**src/cfg_image_consts.vh**
```
// Byte offsets, field layouts, reset values and limits of the configuration image.
// Assumes byte-wide access where the image offset is the port address.
`ifndef CFG_IMAGE_CONSTS_VH
`define CFG_IMAGE_CONSTS_VH

`define ADDR_W 8
`define OFS_VARIANT 8'h00
`define OFS_REVISION 8'h01
`define OFS_DEV_COUNT 8'h02
`define OFS_OWN_DEV 8'h03
`define OFS_LINK_RATE 8'h04
`define OFS_SPARE 8'h05
`define OFS_IN_MAP 8'h06
`define OFS_OUT_MAP 8'h16
`define OFS_INHIBIT 8'h26
`define OFS_GD_ADDR 8'h2a
`define OFS_GD_LEN 8'h2c
`define OFS_LAST 8'h2d
`define MAP_BYTES 5'h10
`define MAP_GROUPS 128
`define MAP_USED_GROUPS 125
`define OWN_DEV_W 5
`define OWN_DEV_MIN 5'h01
`define LINK_RATE_W 3
`define INHIBIT_BYTES 8'h04
`define DEVICES 32
`define GD_ADDR_RESET 16'hffff
`define GD_LEN_RESET 16'h0000
`define GD_LEN_MAX 16'h0080

`endif

```
**src/bus_controller_config_image.v**
```verilog
// Configuration image of a serial-bus controller as read and partly written by its host.
// Assumes the host port and the controller logic share clk_sys; the switch is a raw pin.
//
// Notes on behaviour
// - Byte zero gives fixed read-only variant code.
// - Bytes two, three: device count, own number.
// - Own device number one to thirty-one, read-only.
// - Read-only bitmap marks assigned eight-reference groups.
// - Sixteen input bytes, then sixteen output bytes.
// - Register-memory blocks excluded; no owner information.
// - Per-device flag set stops outputs to device.
// - Device zero is lsb of first byte.
// - Power-up flags all clear or all set.
// - Global data address defaults to all ones.
// - Global data length never exceeds 128 bytes.
// - Global data length clears to zero.
//
// Implementation choice: the strobed register port.
`timescale 1ns/1ps
`include "cfg_image_consts.vh"

module bus_controller_config_image #(
	// Arbitrary neutral values, not tied to any real product.
	parameter [7:0] VARIANT_CODE = 8'h5a,
	parameter [7:0] REVISION_CODE = 8'h10,
	// Later variant: inhibit flags and global data fields exist.
	parameter EXTENDED = 1
) (
	input wire clk_sys,
	input wire srst,
	input wire [`ADDR_W-1:0] addr,
	input wire [7:0] wdata,
	input wire wr,
	input wire rd,
	output reg [7:0] rdata,
	input wire [7:0] active_device_count,
	input wire [`OWN_DEV_W-1:0] own_device_number,
	input wire [`LINK_RATE_W-1:0] link_rate_code,
	input wire alloc_clear,
	input wire alloc_update,
	input wire alloc_is_output,
	input wire alloc_is_register,
	input wire [6:0] alloc_group,
	input wire alloc_value,
	input wire inhibit_switch,
	input wire [`DEVICES-1:0] device_present,
	output reg [`DEVICES-1:0] output_inhibit,
	output wire [`DEVICES-1:0] output_send_allowed,
	output reg [15:0] global_data_start,
	output reg [15:0] global_data_length,
	output wire global_data_active
);

	reg switch_meta;
	reg switch_sync;
	reg power_up_load;
	reg [7:0] device_count;
	reg [`OWN_DEV_W-1:0] own_number;
	reg [`LINK_RATE_W-1:0] link_rate;
	reg [7:0] next_rdata;
	reg [15:0] next_length;
	wire [`MAP_GROUPS-1:0] input_reference_map;
	wire [`MAP_GROUPS-1:0] output_reference_map;
	wire alloc_take;
	wire [7:0] map_index;
	wire [7:0] flag_index;
	wire ext_on;

	assign ext_on = (EXTENDED != 0);

	// Replaces one byte of a 16-bit field; hi selects the upper byte.
	function [15:0] merge_byte;
		input [15:0] old;
		input [7:0] data;
		input hi;
		begin
			if (hi) begin
				merge_byte = {data, old[7:0]};
			end else begin
				merge_byte = {old[15:8], data};
			end
		end
	endfunction

	// True when a address falls in a field of the given base and byte count.
	function in_field;
		input [`ADDR_W-1:0] a;
		input [`ADDR_W-1:0] base;
		input [`ADDR_W-1:0] count;
		begin
			in_field = (a >= base) && (a < base + count);
		end
	endfunction

	// The switch is a pin, so it is synchronised before anything samples it.
	always @(posedge clk_sys) begin
		switch_meta <= inhibit_switch;
		switch_sync <= switch_meta;
	end

	// Status bytes are captured from controller logic so readback is stable.
	always @(posedge clk_sys) begin
		if (srst) begin
			device_count <= 8'h00;
			own_number <= `OWN_DEV_MIN;
			link_rate <= {`LINK_RATE_W{1'b0}};
		end else begin
			device_count <= active_device_count;
			// Zero is not a valid own number; the last legal value is held instead.
			if (own_device_number != {`OWN_DEV_W{1'b0}}) begin
				own_number <= own_device_number;
			end
			link_rate <= link_rate_code;
		end
	end

	// Register-memory allocations never reach the bitmap.
	assign alloc_take = alloc_update && !alloc_is_register;

	ref_group_map #(
		.GROUPS(`MAP_GROUPS),
		.USED_GROUPS(`MAP_USED_GROUPS),
		.GROUP_W(7)
	) u_input_map (
		.clk_sys(clk_sys),
		.srst(srst),
		.clear_all(alloc_clear),
		.update_en(alloc_take && !alloc_is_output),
		.group(alloc_group),
		.value(alloc_value),
		.map(input_reference_map)
	);

	ref_group_map #(
		.GROUPS(`MAP_GROUPS),
		.USED_GROUPS(`MAP_USED_GROUPS),
		.GROUP_W(7)
	) u_output_map (
		.clk_sys(clk_sys),
		.srst(srst),
		.clear_all(alloc_clear),
		.update_en(alloc_take && alloc_is_output),
		.group(alloc_group),
		.value(alloc_value),
		.map(output_reference_map)
	);

	// Inhibit flags: reset clears them, then the first cycle after release
	// loads all of them from the switch, since reset may only load constants.
	always @(posedge clk_sys) begin
		if (srst) begin
			output_inhibit <= {`DEVICES{1'b0}};
			power_up_load <= 1'b1;
		end else begin
			power_up_load <= 1'b0;
			if (power_up_load) begin
				output_inhibit <= {`DEVICES{switch_sync}};
			end else if (ext_on && wr && in_field(addr, `OFS_INHIBIT, `INHIBIT_BYTES)) begin
				case (flag_index[1:0])
					2'h0: output_inhibit[7:0] <= wdata;
					2'h1: output_inhibit[15:8] <= wdata;
					2'h2: output_inhibit[23:16] <= wdata;
					2'h3: output_inhibit[31:24] <= wdata;
					default: output_inhibit <= output_inhibit;
				endcase
			end
		end
	end

	// A device gets outputs only when present and its flag is clear.
	assign output_send_allowed = ext_on ? (device_present & ~output_inhibit)
		: device_present;

	assign flag_index = addr - `OFS_INHIBIT;

	// Length is saturated so the stored value never passes the limit.
	always @* begin
		next_length = merge_byte(global_data_length, wdata, addr == `OFS_GD_LEN + 8'h01);
		if (next_length > `GD_LEN_MAX) begin
			next_length = `GD_LEN_MAX;
		end
	end

	always @(posedge clk_sys) begin
		if (srst) begin
			global_data_start <= `GD_ADDR_RESET;
			global_data_length <= `GD_LEN_RESET;
		end else if (ext_on && wr) begin
			if (in_field(addr, `OFS_GD_ADDR, 8'h02)) begin
				global_data_start <= merge_byte(global_data_start, wdata,
					addr == `OFS_GD_ADDR + 8'h01);
			end
			if (in_field(addr, `OFS_GD_LEN, 8'h02)) begin
				global_data_length <= next_length;
			end
		end
	end

	// All ones means nothing is sent, and so does a zero length.
	assign global_data_active = ext_on && (global_data_start != `GD_ADDR_RESET)
		&& (global_data_length != 16'h0000);

	assign map_index = in_field(addr, `OFS_IN_MAP, {3'h0, `MAP_BYTES}) ?
		(addr - `OFS_IN_MAP) : (addr - `OFS_OUT_MAP);

	// Read data decode; any byte outside the image, or unused bits, read zero.
	always @* begin
		next_rdata = 8'h00;
		if (addr == `OFS_VARIANT) begin
			next_rdata = VARIANT_CODE;
		end else if (addr == `OFS_REVISION) begin
			next_rdata = REVISION_CODE;
		end else if (addr == `OFS_DEV_COUNT) begin
			next_rdata = device_count;
		end else if (addr == `OFS_OWN_DEV) begin
			next_rdata = {3'h0, own_number};
		end else if (addr == `OFS_LINK_RATE) begin
			next_rdata = {5'h00, link_rate};
		end else if (in_field(addr, `OFS_IN_MAP, {3'h0, `MAP_BYTES})) begin
			next_rdata = input_reference_map[map_index[3:0]*8 +: 8];
		end else if (in_field(addr, `OFS_OUT_MAP, {3'h0, `MAP_BYTES})) begin
			next_rdata = output_reference_map[map_index[3:0]*8 +: 8];
		end else if (ext_on && in_field(addr, `OFS_INHIBIT, `INHIBIT_BYTES)) begin
			next_rdata = output_inhibit[flag_index[1:0]*8 +: 8];
		end else if (ext_on && (addr == `OFS_GD_ADDR)) begin
			next_rdata = global_data_start[7:0];
		end else if (ext_on && (addr == `OFS_GD_ADDR + 8'h01)) begin
			next_rdata = global_data_start[15:8];
		end else if (ext_on && (addr == `OFS_GD_LEN)) begin
			next_rdata = global_data_length[7:0];
		end else if (ext_on && (addr == `OFS_GD_LEN + 8'h01)) begin
			next_rdata = global_data_length[15:8];
		end
	end

	// Read data stand only in the cycle after the strobe and are zero otherwise.
	always @(posedge clk_sys) begin
		if (srst) begin
			rdata <= 8'h00;
		end else if (rd) begin
			rdata <= next_rdata;
		end else begin
			rdata <= 8'h00;
		end
	end

endmodule // bus_controller_config_image

```
**src/ref_group_map.v**
```verilog
// Allocation bitmap of reference groups, one bit per group of eight references.
// Assumes updates come from controller logic on the same clock.
`timescale 1ns/1ps
`include "cfg_image_consts.vh"

module ref_group_map #(
	parameter GROUPS = `MAP_GROUPS,
	parameter USED_GROUPS = `MAP_USED_GROUPS,
	parameter GROUP_W = 7
) (
	input wire clk_sys,
	input wire srst,
	input wire clear_all,
	input wire update_en,
	input wire [GROUP_W-1:0] group,
	input wire value,
	output reg [GROUPS-1:0] map
);

	integer i;

	always @(posedge clk_sys) begin
		if (srst) begin
			map <= {GROUPS{1'b0}};
		end else if (clear_all) begin
			map <= {GROUPS{1'b0}};
		end else begin
			for (i = 0; i < GROUPS; i = i + 1) begin
				// Groups past the last reference never exist, so their bits stay zero.
				if (update_en && (group == i) && (i < USED_GROUPS)) begin
					map[i] <= value;
				end
			end
		end
	end

endmodule // ref_group_map
```
**config.mk**
```make
export PLATFORM = sky130hd
export DESIGN_NAME = bus_controller_config_image
export DESIGN_NICKNAME = d
export VERILOG_FILES = /design/src/bus_controller_config_image.v /design/src/ref_group_map.v
export VERILOG_INCLUDE_DIRS = /design/src
export SDC_FILE = /design/constraint.sdc
export NUM_CORES = 1
export LEC_CHECK = 0
export BUFFER_PORTS_ARGS = -buffer_cell sky130_fd_sc_hd__buf_2
export CAP_MARGIN = 20
export CORE_MARGIN = 3
export CORE_UTILIZATION = 50
export CTS_CLUSTER_SIZE = 14
export DETAILED_ROUTE_END_ITERATION = 16
export PLACE_DENSITY_LB_ADDON = 0.08
export SLEW_MARGIN = 25
export SYNTH_ARGS = -nofsm -noshare
export SYNTH_HDL_FRONTEND = slang
export SYNTH_SLANG_ARGS = --single-unit
export TNS_END_PERCENT = 5
```
**constraint.sdc**
```tcl
create_clock -name clk_sys -period 4.4 [get_ports clk_sys]
set_input_delay 1.1 -clock clk_sys [delete_from_list [all_inputs] [get_ports clk_sys]]
set_output_delay 1.1 -clock clk_sys [all_outputs]
set_load 0.02 [all_outputs]
```
==> results by group, run 1 <==
Yosys
  • Syn avg cell area: slightly below 10 µm²
  • Post-synth top area share: 43.8%
  • Syn Nets: around 1700
  • Synth cell types: between 60 and 70
  • Post-synthesis cell area: ~0.016 mm²
  • Register area share after synthesis: between 40% and 50%
  • Most frequent cell after synthesis: dfxtp_1
  • Synth cell count leaders: 341 x dfxtp_1, 310 x a21oi_1, 255 x a211oi_1
  • Number of enable flip-flop cells after synthesis: 0
  • Dominant cell type by area after synthesis: dfxtp_1
  • Synthesis Warnings: 0
  • Synth Instances: ~1600
  • FFs w/ async S/R, synth: 0%
  • FF+latch count, synth: approximately 340
  • Top FF cell, synth: dfxtp_1
  • Synth top area cells: dfxtp_1 44%, a211oi_1 12%, mux4_2 10%

CTS
  • Cts bufs inserted: 37
  • Hold Buf Count CTS: 0
  • CTS tree: done
  • Bufs on Longest Clock Path: 3
  • Resized cells post-CTS: 0
  • Clock root cell: clkbuf_16
  • Clk Latency, worst-skew pair: roughly 530 ps
  • H-tree depth: 2
  • Clk pin slew, worst setup/hold paths: about 60 ps
  • CTS Sinks: approximately 340
  • Postcts setup bufs: 0

Timing
  • Pins over their slew limit: 0
  • Final setup violation count: 0
  • TNS Setup: 0 ps
  • Fin crit share: between 70% and 80%
  • Final Skew: ~11 ps
  • Final hold viol count: 0
  • Fin crit period: roughly 3100 ps
  • Unrepaired setup endpoints after global routing: false
  • Setup WS post-layout: 1290 ps
  • Rel. slew slack: a little under a third
  • Slew @ Worst Pin: 1020 ps
  • Fmax achieved: between 300 and 400 MHz

Final layout
  • Fillers: about 2600
  • Layout area overhead: 15.9%
  • Fin nets: between 1500 and 2000
  • Non-Filler Instances: between 2000 and 2500
  • Diode count: 0
  • Layout cells sized above 1: 23.7%

Detailed routing
  • Starting DRT DRC Count: between 1000 and 1500
  • WL final: between 40000 and 50000 µm
  • Post-DRT Antenna Nets: 0
  • Residual DRC: 0
  • First drt pass iteration count: 5
  • Via Count: 13400
  • Vias/cell: around 6.2
  • DR WL/cell: 21.7 µm

Placement
  • IO Port Bufs: around 190
  • Place WS: a little over 800 ps
  • Placed Cells: roughly 2100
  • HPWL after detailed placement: 31000 µm
  • Placer Congestion: a little under 0.9

Global routing
  • GR Layer Usage met3: under 10%
  • Grt met1 use: 40.0%
  • Initial antenna violation count: 1
  • Largest net degree at the start of global routing: 74
  • GR Util met2: 42.6%
  • GRT overflow: 0
  • Vias in the first global route: ~13000
  • First-pass GRT wire length: between 70000 and 80000 µm
  • GRT busiest layer: met2
  • Gr usage total: ~27%

Critical path
  • Max Fanout on Critical Path: 18
  • Crit path kind: input port to flip-flop
  • Slowest CP cell: a21boi_2
  • Setup crit end kind: flip-flop
  • CP Launch Type: input port
  • CP Cell Sequence: buf_2 -> inv_1 -> ha_1 -> nor2b_1 -> buf_4 -> o21ai_1 -> a211oi_1 -> a21boi_2 -> nor2b_1 -> a211o_1
  • Crit path arrival time: 3520 ps
  • R2r endpoint: rdata[7]
  • Cell family with most CP delay: compound AO/OA/AOI/OAI gates
  • Worst reg2reg setup slack: between 2000 and 2500 ps
  • Max stage delay on crit path: a little under 600 ps
  • Worst Reg-to-Reg Cells: 5
  • Worst Path Buf+Inv: 3
  • Reg2reg start: u_input_map.map[79]
  • CP required: just under 5000 ps
  • Crit path top cell by count: nor2b_1

Flow run
  • Max-cap violations: 0

Power and ir drop
  • Peak supply drop: 232 µV
  • Power per cell area: 377 mW/mm²
  • Leakage: around 6.2 nW
  • Tot Pwr: about 6.8 mW

Worst hold path
  • Hold path cells: 0
  • Hold_sp: switch_meta
  • Hold Path End: switch_sync
  • Worst hold path type: flip-flop to flip-flop

Die
  • Core area: ~0.030 mm²
  • Die width: 182 µm
  • Num ports: ~190
  • Die ar.: about 0.033 mm²
  • FP Rows: 63
  • Die height: between 150 and 200 µm
  • Initial Utilization: between 50% and 60%

Run status
  • Status: completed
## per-layer routing
| metal | routed length (µm) | part of all wire (%) | vias to the layer above |
|---|---|---|---|
| met5 | 14 | 0.030 | - |
| met4 | 1010 | 2.1 | 2 |
| met3 | 3310 | 7.0 | 71 |
| met2 | 21700 | 46 | 469 |
| met1 | 20900 | 45 | 6466 |
| li1 | - | - | 6391 |
## sequential cells by signal, indices dropped and copies added (netlist names)
register and count:
switch_meta 1, link_rate 3, output_inhibit 32, u_output_map.map 125, own_number 5, rdata 8
global_data_length 16, switch_sync 1, power_up_load 1, u_input_map.map 125, global_data_start 16, device_count 8
## logic make-up after synthesis
| logic type | count (synthesis) | synth area share [%] |
|---|---|---|
| compound gates | 675 | 28.2 |
| xor+xnor | 2 | 0.161 |
| fa+ha+maj | 2 | 0.161 |
| buf+inv | 167 | 5.20 |
| flops | 341 | 43.8 |
| mux | 95 | 12.0 |
| simple gates | 334 | 10.5 |
## cells in the final DEF, fill, tap and decap left out, types with 4 or more instances in the layout
master,Yosys,final
a211o_1,17,17
a211oi_1,255,255
a21oi_1,310,310
a221o_1,4,4
a221oi_1,10,10
a22oi_1,10,10
a31oi_1,5,5
and2_1,12,12
buf_12,0,5
buf_2,12,183
buf_4,3,62
clkbuf_1,126,13
clkbuf_16,0,39
clkbuf_8,10,8
clkinv_2,0,4
dfxtp_1,341,341
inv_1,6,6
mux2_2,9,9
mux2i_1,13,13
mux4_2,72,72
nand2_1,41,41
nand2b_1,8,8
nand3_1,8,8
nand3b_1,4,4
nand4_1,8,8
nor2_1,147,138
nor2_2,0,8
nor2b_1,63,63
nor3_1,15,9
nor3_2,0,6
o21ai_0,18,18
o21ai_1,6,6
o22ai_1,4,4
## power breakdown
group | total [mW] | internal (mW) | switching [mW]
Combinational | 0.601 | 0.198 | 0.402
Clock | 3.05 | 1.82 | 1.23
Sequential | 3.14 | 3.12 | 0.0266
## per-stage QoR
step           area [µm²]  hold slack (ps)  utilization, %
4_1_cts             18000              325            59.8
5_1_grt             18000              338            59.8
3_5_place_dp        16800              312            55.8
6_report            18000              327            59.8
3_3_place_gp        16800              315            55.8
2_1_floorplan       15600              310               -
## final cells by class
class,instances,area (µm²),share of cell area (%)
Sequential cell,341,6830,37.8
Clock inverter,7,66.3,0.368
Clock buffer,60,1130,6.29
Tap cell,390,488,2.70
Multi-Input combinational cell,1108,8010,44.4
Timing Repair Buffer,251,1490,8.27
Inverter,6,22.5,0.125
## worst max path at each step
stage | from | to | slack, ps | cells after the start
2_1_floorplan | addr[2] | global_data_start[14] | 910 | 13
3_3_place_gp | addr[2] | global_data_start[7] | 890 | 10
3_5_place_dp | addr[2] | global_data_start[6] | 810 | 10
4_1_cts | addr[2] | global_data_start[2] | 1360 | 10
5_1_grt | addr[2] | global_data_start[7] | 980 | 10
6_report | addr[2] | global_data_start[2] | 1290 | 10
Power figures use the tool's default switching activity.
==> run 2: changes to the inputs <==
==> constraint.sdc (replaced) <==
create_clock -name clk_sys -period 2.8 [get_ports clk_sys]
set_input_delay 0.7 -clock clk_sys [delete_from_list [all_inputs] [get_ports clk_sys]]
set_output_delay 0.7 -clock clk_sys [all_outputs]
set_load 0.02 [all_outputs]
==> run 2 against run 1 <==
Effect of this change: total power up 59%; sequential power up 57%; largest cell class unchanged; worst hold slack worse by 43 ps; setup slack worse by 1100 ps; clock power up 59%; clock-buffer cell count down 8; flip-flop and latch count unchanged; core utilization up 1.4 points; register-to-register slack worse by 1500 ps; global-route usage up 0.44 points; largest power group unchanged; cell count up 1.9%; sequential share of layout area down 0.89 points.
==> results by group, run 2 (same netlist as run 1, synthesis figures left out) <==
Global routing
  • Gr usage total: 27.9%
  • Initial antenna violation count: 1
  • Vias in the first global route: around 13000
  • First-pass GRT wire length: 74500 µm
  • Largest net degree at the start of global routing: slightly below 70
  • GRT overflow: 0

Final layout
  • Top Registers: u_input_map.map x125, u_output_map.map x125, output_inhibit x32
  • Fin nets: about 1900
  • Fillers: 2589
  • Final Instance Area: approximately 0.018 mm²
  • Layout cells sized above 1: about a quarter
  • Most frequent cells in the layout: 341 x dfxtp_1, 310 x a21oi_1, 255 x a211oi_1
  • Finished Core Util: between 60% and 70%
  • Layout area overhead: 18.7%
  • Commonest non-fill, non-tap cell in the layout: dfxtp_1
  • Non-Filler Instances: about 2200

Placement
  • HPWL after detailed placement: 32600 µm
  • Placed Cells: 2140
  • Place WS: between 20 and 30 ps
  • Placer Congestion: approximately 0.94
  • IO Port Bufs: about 190
  • Placement Cell Area: 0.0173 mm²

Power and ir drop
  • Tot Pwr: 10.8 mW
  • Power per cell area: 584 mW/mm²
  • Peak supply drop: 509 µV
  • Leakage: between 6 and 7 nW

Die
  • FP Rows: between 60 and 70
  • Num ports: roughly 190
  • Die ar.: ~0.033 mm²
  • Die width: 182 µm
  • Core area: ~0.030 mm²
  • Initial Utilization: roughly half
  • Die height: roughly 180 µm

Timing
  • Slew @ Worst Pin: around 700 ps
  • Fin crit share: 92.6%
  • Fin crit period: between 2000 and 3000 ps
  • Pins over their slew limit: 0
  • Final hold viol count: 0
  • Final setup violation count: 0
  • Setup WS post-layout: between 200 and 250 ps
  • Min Hold Slack: 283 ps
  • Rel. slew slack: between 50% and 60%
  • Fmax achieved: between 300 and 400 MHz
  • TNS Setup: 0 ps
  • Final Skew: roughly 9.3 ps
  • Unrepaired setup endpoints after global routing: false

CTS
  • CTS tree: done
  • Clock root cell: clkbuf_16
  • Resized cells post-CTS: 0
  • Bufs on Longest Clock Path: 3
  • Hold Buf Count CTS: 0
  • Clk Latency, worst-skew pair: approximately 520 ps
  • H-tree depth: 2
  • CTS Sinks: roughly 340
  • Clk pin slew, worst setup/hold paths: 60 ps
  • Cts bufs inserted: 37
  • Postcts setup bufs: 0

Critical path
  • Worst reg2reg setup slack: roughly 850 ps
  • CP Cell Sequence: or4_1 -> nor2_1 -> a21oi_1 -> buf_2
  • Critical Path End: global_data_active
  • Reg2reg start: u_output_map.map[74]
  • CP required: around 2100 ps
  • R2r endpoint: rdata[2]
  • Critical Path Stages: 4
  • Cell family with most CP delay: simple AND/OR/NAND/NOR gates
  • Crit path kind: flip-flop to primary output
  • Worst Path Buf+Inv: 1
  • CP Launch Type: flip-flop
  • Slowest CP cell: or4_1
  • Worst Reg-to-Reg Cells: 4
  • Setup crit end kind: primary output
  • Max stage delay on crit path: ~530 ps
  • Crit path arrival time: about 1900 ps
  • Max Fanout on Critical Path: 4
  • Critical Path Source: global_data_length[12]

Detailed routing
  • Vias/cell: roughly 6.1
  • DR WL/cell: 21.8 µm
  • First drt pass iteration count: 5
  • Residual DRC: 0
  • Via Count: approximately 14000
  • Post-DRT Antenna Nets: 0
  • WL final: between 40000 and 50000 µm
  • Starting DRT DRC Count: roughly 1200

Worst hold path
  • Worst hold path type: input port to flip-flop

Flow run
  • Max-cap violations: 0

Run status
  • Status: completed
-- run 2: changes by cell type in the layout (fill, tap and decap cells not counted), sizes merged --
| cell | before | now |
|---|---|---|
| diode | 0 | 1 |
| clkinv | 4 | 8 |
| buf | 251 | 295 |
| clkbuf | 60 | 52 |
| bufinv | 1 | 2 |
-- run 2: where the power goes --
group | total [mW] | switching (mW) | leakage (nW) | internal, mW
Clock | 4.86 | 1.93 | 0.608 | 2.93
Combinational | 0.988 | 0.635 | 3.12 | 0.353
Sequential | 4.94 | 0.0432 | 2.76 | 4.90
-- run 2: how the worst min path moves through the flow --
stage | start | end | slack [ps] | depth (start not counted)
floorplan | switch_meta | switch_sync | 310 | 0
detailed placement | switch_meta | switch_sync | 320 | 0
finish | inhibit_switch | switch_meta | 280 | 1
global placement | switch_meta | switch_sync | 310 | 0
global route | inhibit_switch | switch_meta | 270 | 1
CTS | inhibit_switch | switch_meta | 260 | 1
-- run 2: cell type report --
cell class	instances	area [µm²]	area share [%]
clock buffers	52	1100	5.98
well taps	390	488	2.64
clock inverters	12	116	0.630
multi-input cells	1108	7990	43.3
flip-flops and latches	341	6830	36.9
repair buffers	295	1920	10.4
diodes	1	2.50	0.0135
inverters	6	22.5	0.122
-- run 2: per-layer routing --
layer | track usage (%) | vias to the layer above | part of all wire, % | wire length [µm]
li1 | - | 6498 | - | -
met1 | 42.0 | 6505 | 46 | 22000
met2 | 42.5 | 483 | 45 | 21900
met3 | 4.13 | 68 | 6.8 | 3290
met4 | 6.61 | 0 | 1.9 | 925
met5 | 0 | - | 0 | 0
-- run 2: worst register-to-register path, stage by stage (launching register included) --
cell and delay, ps:
dfxtp_1 310, mux4_2 490, mux4_2 530, a211oi_1 390, o21ai_1 110
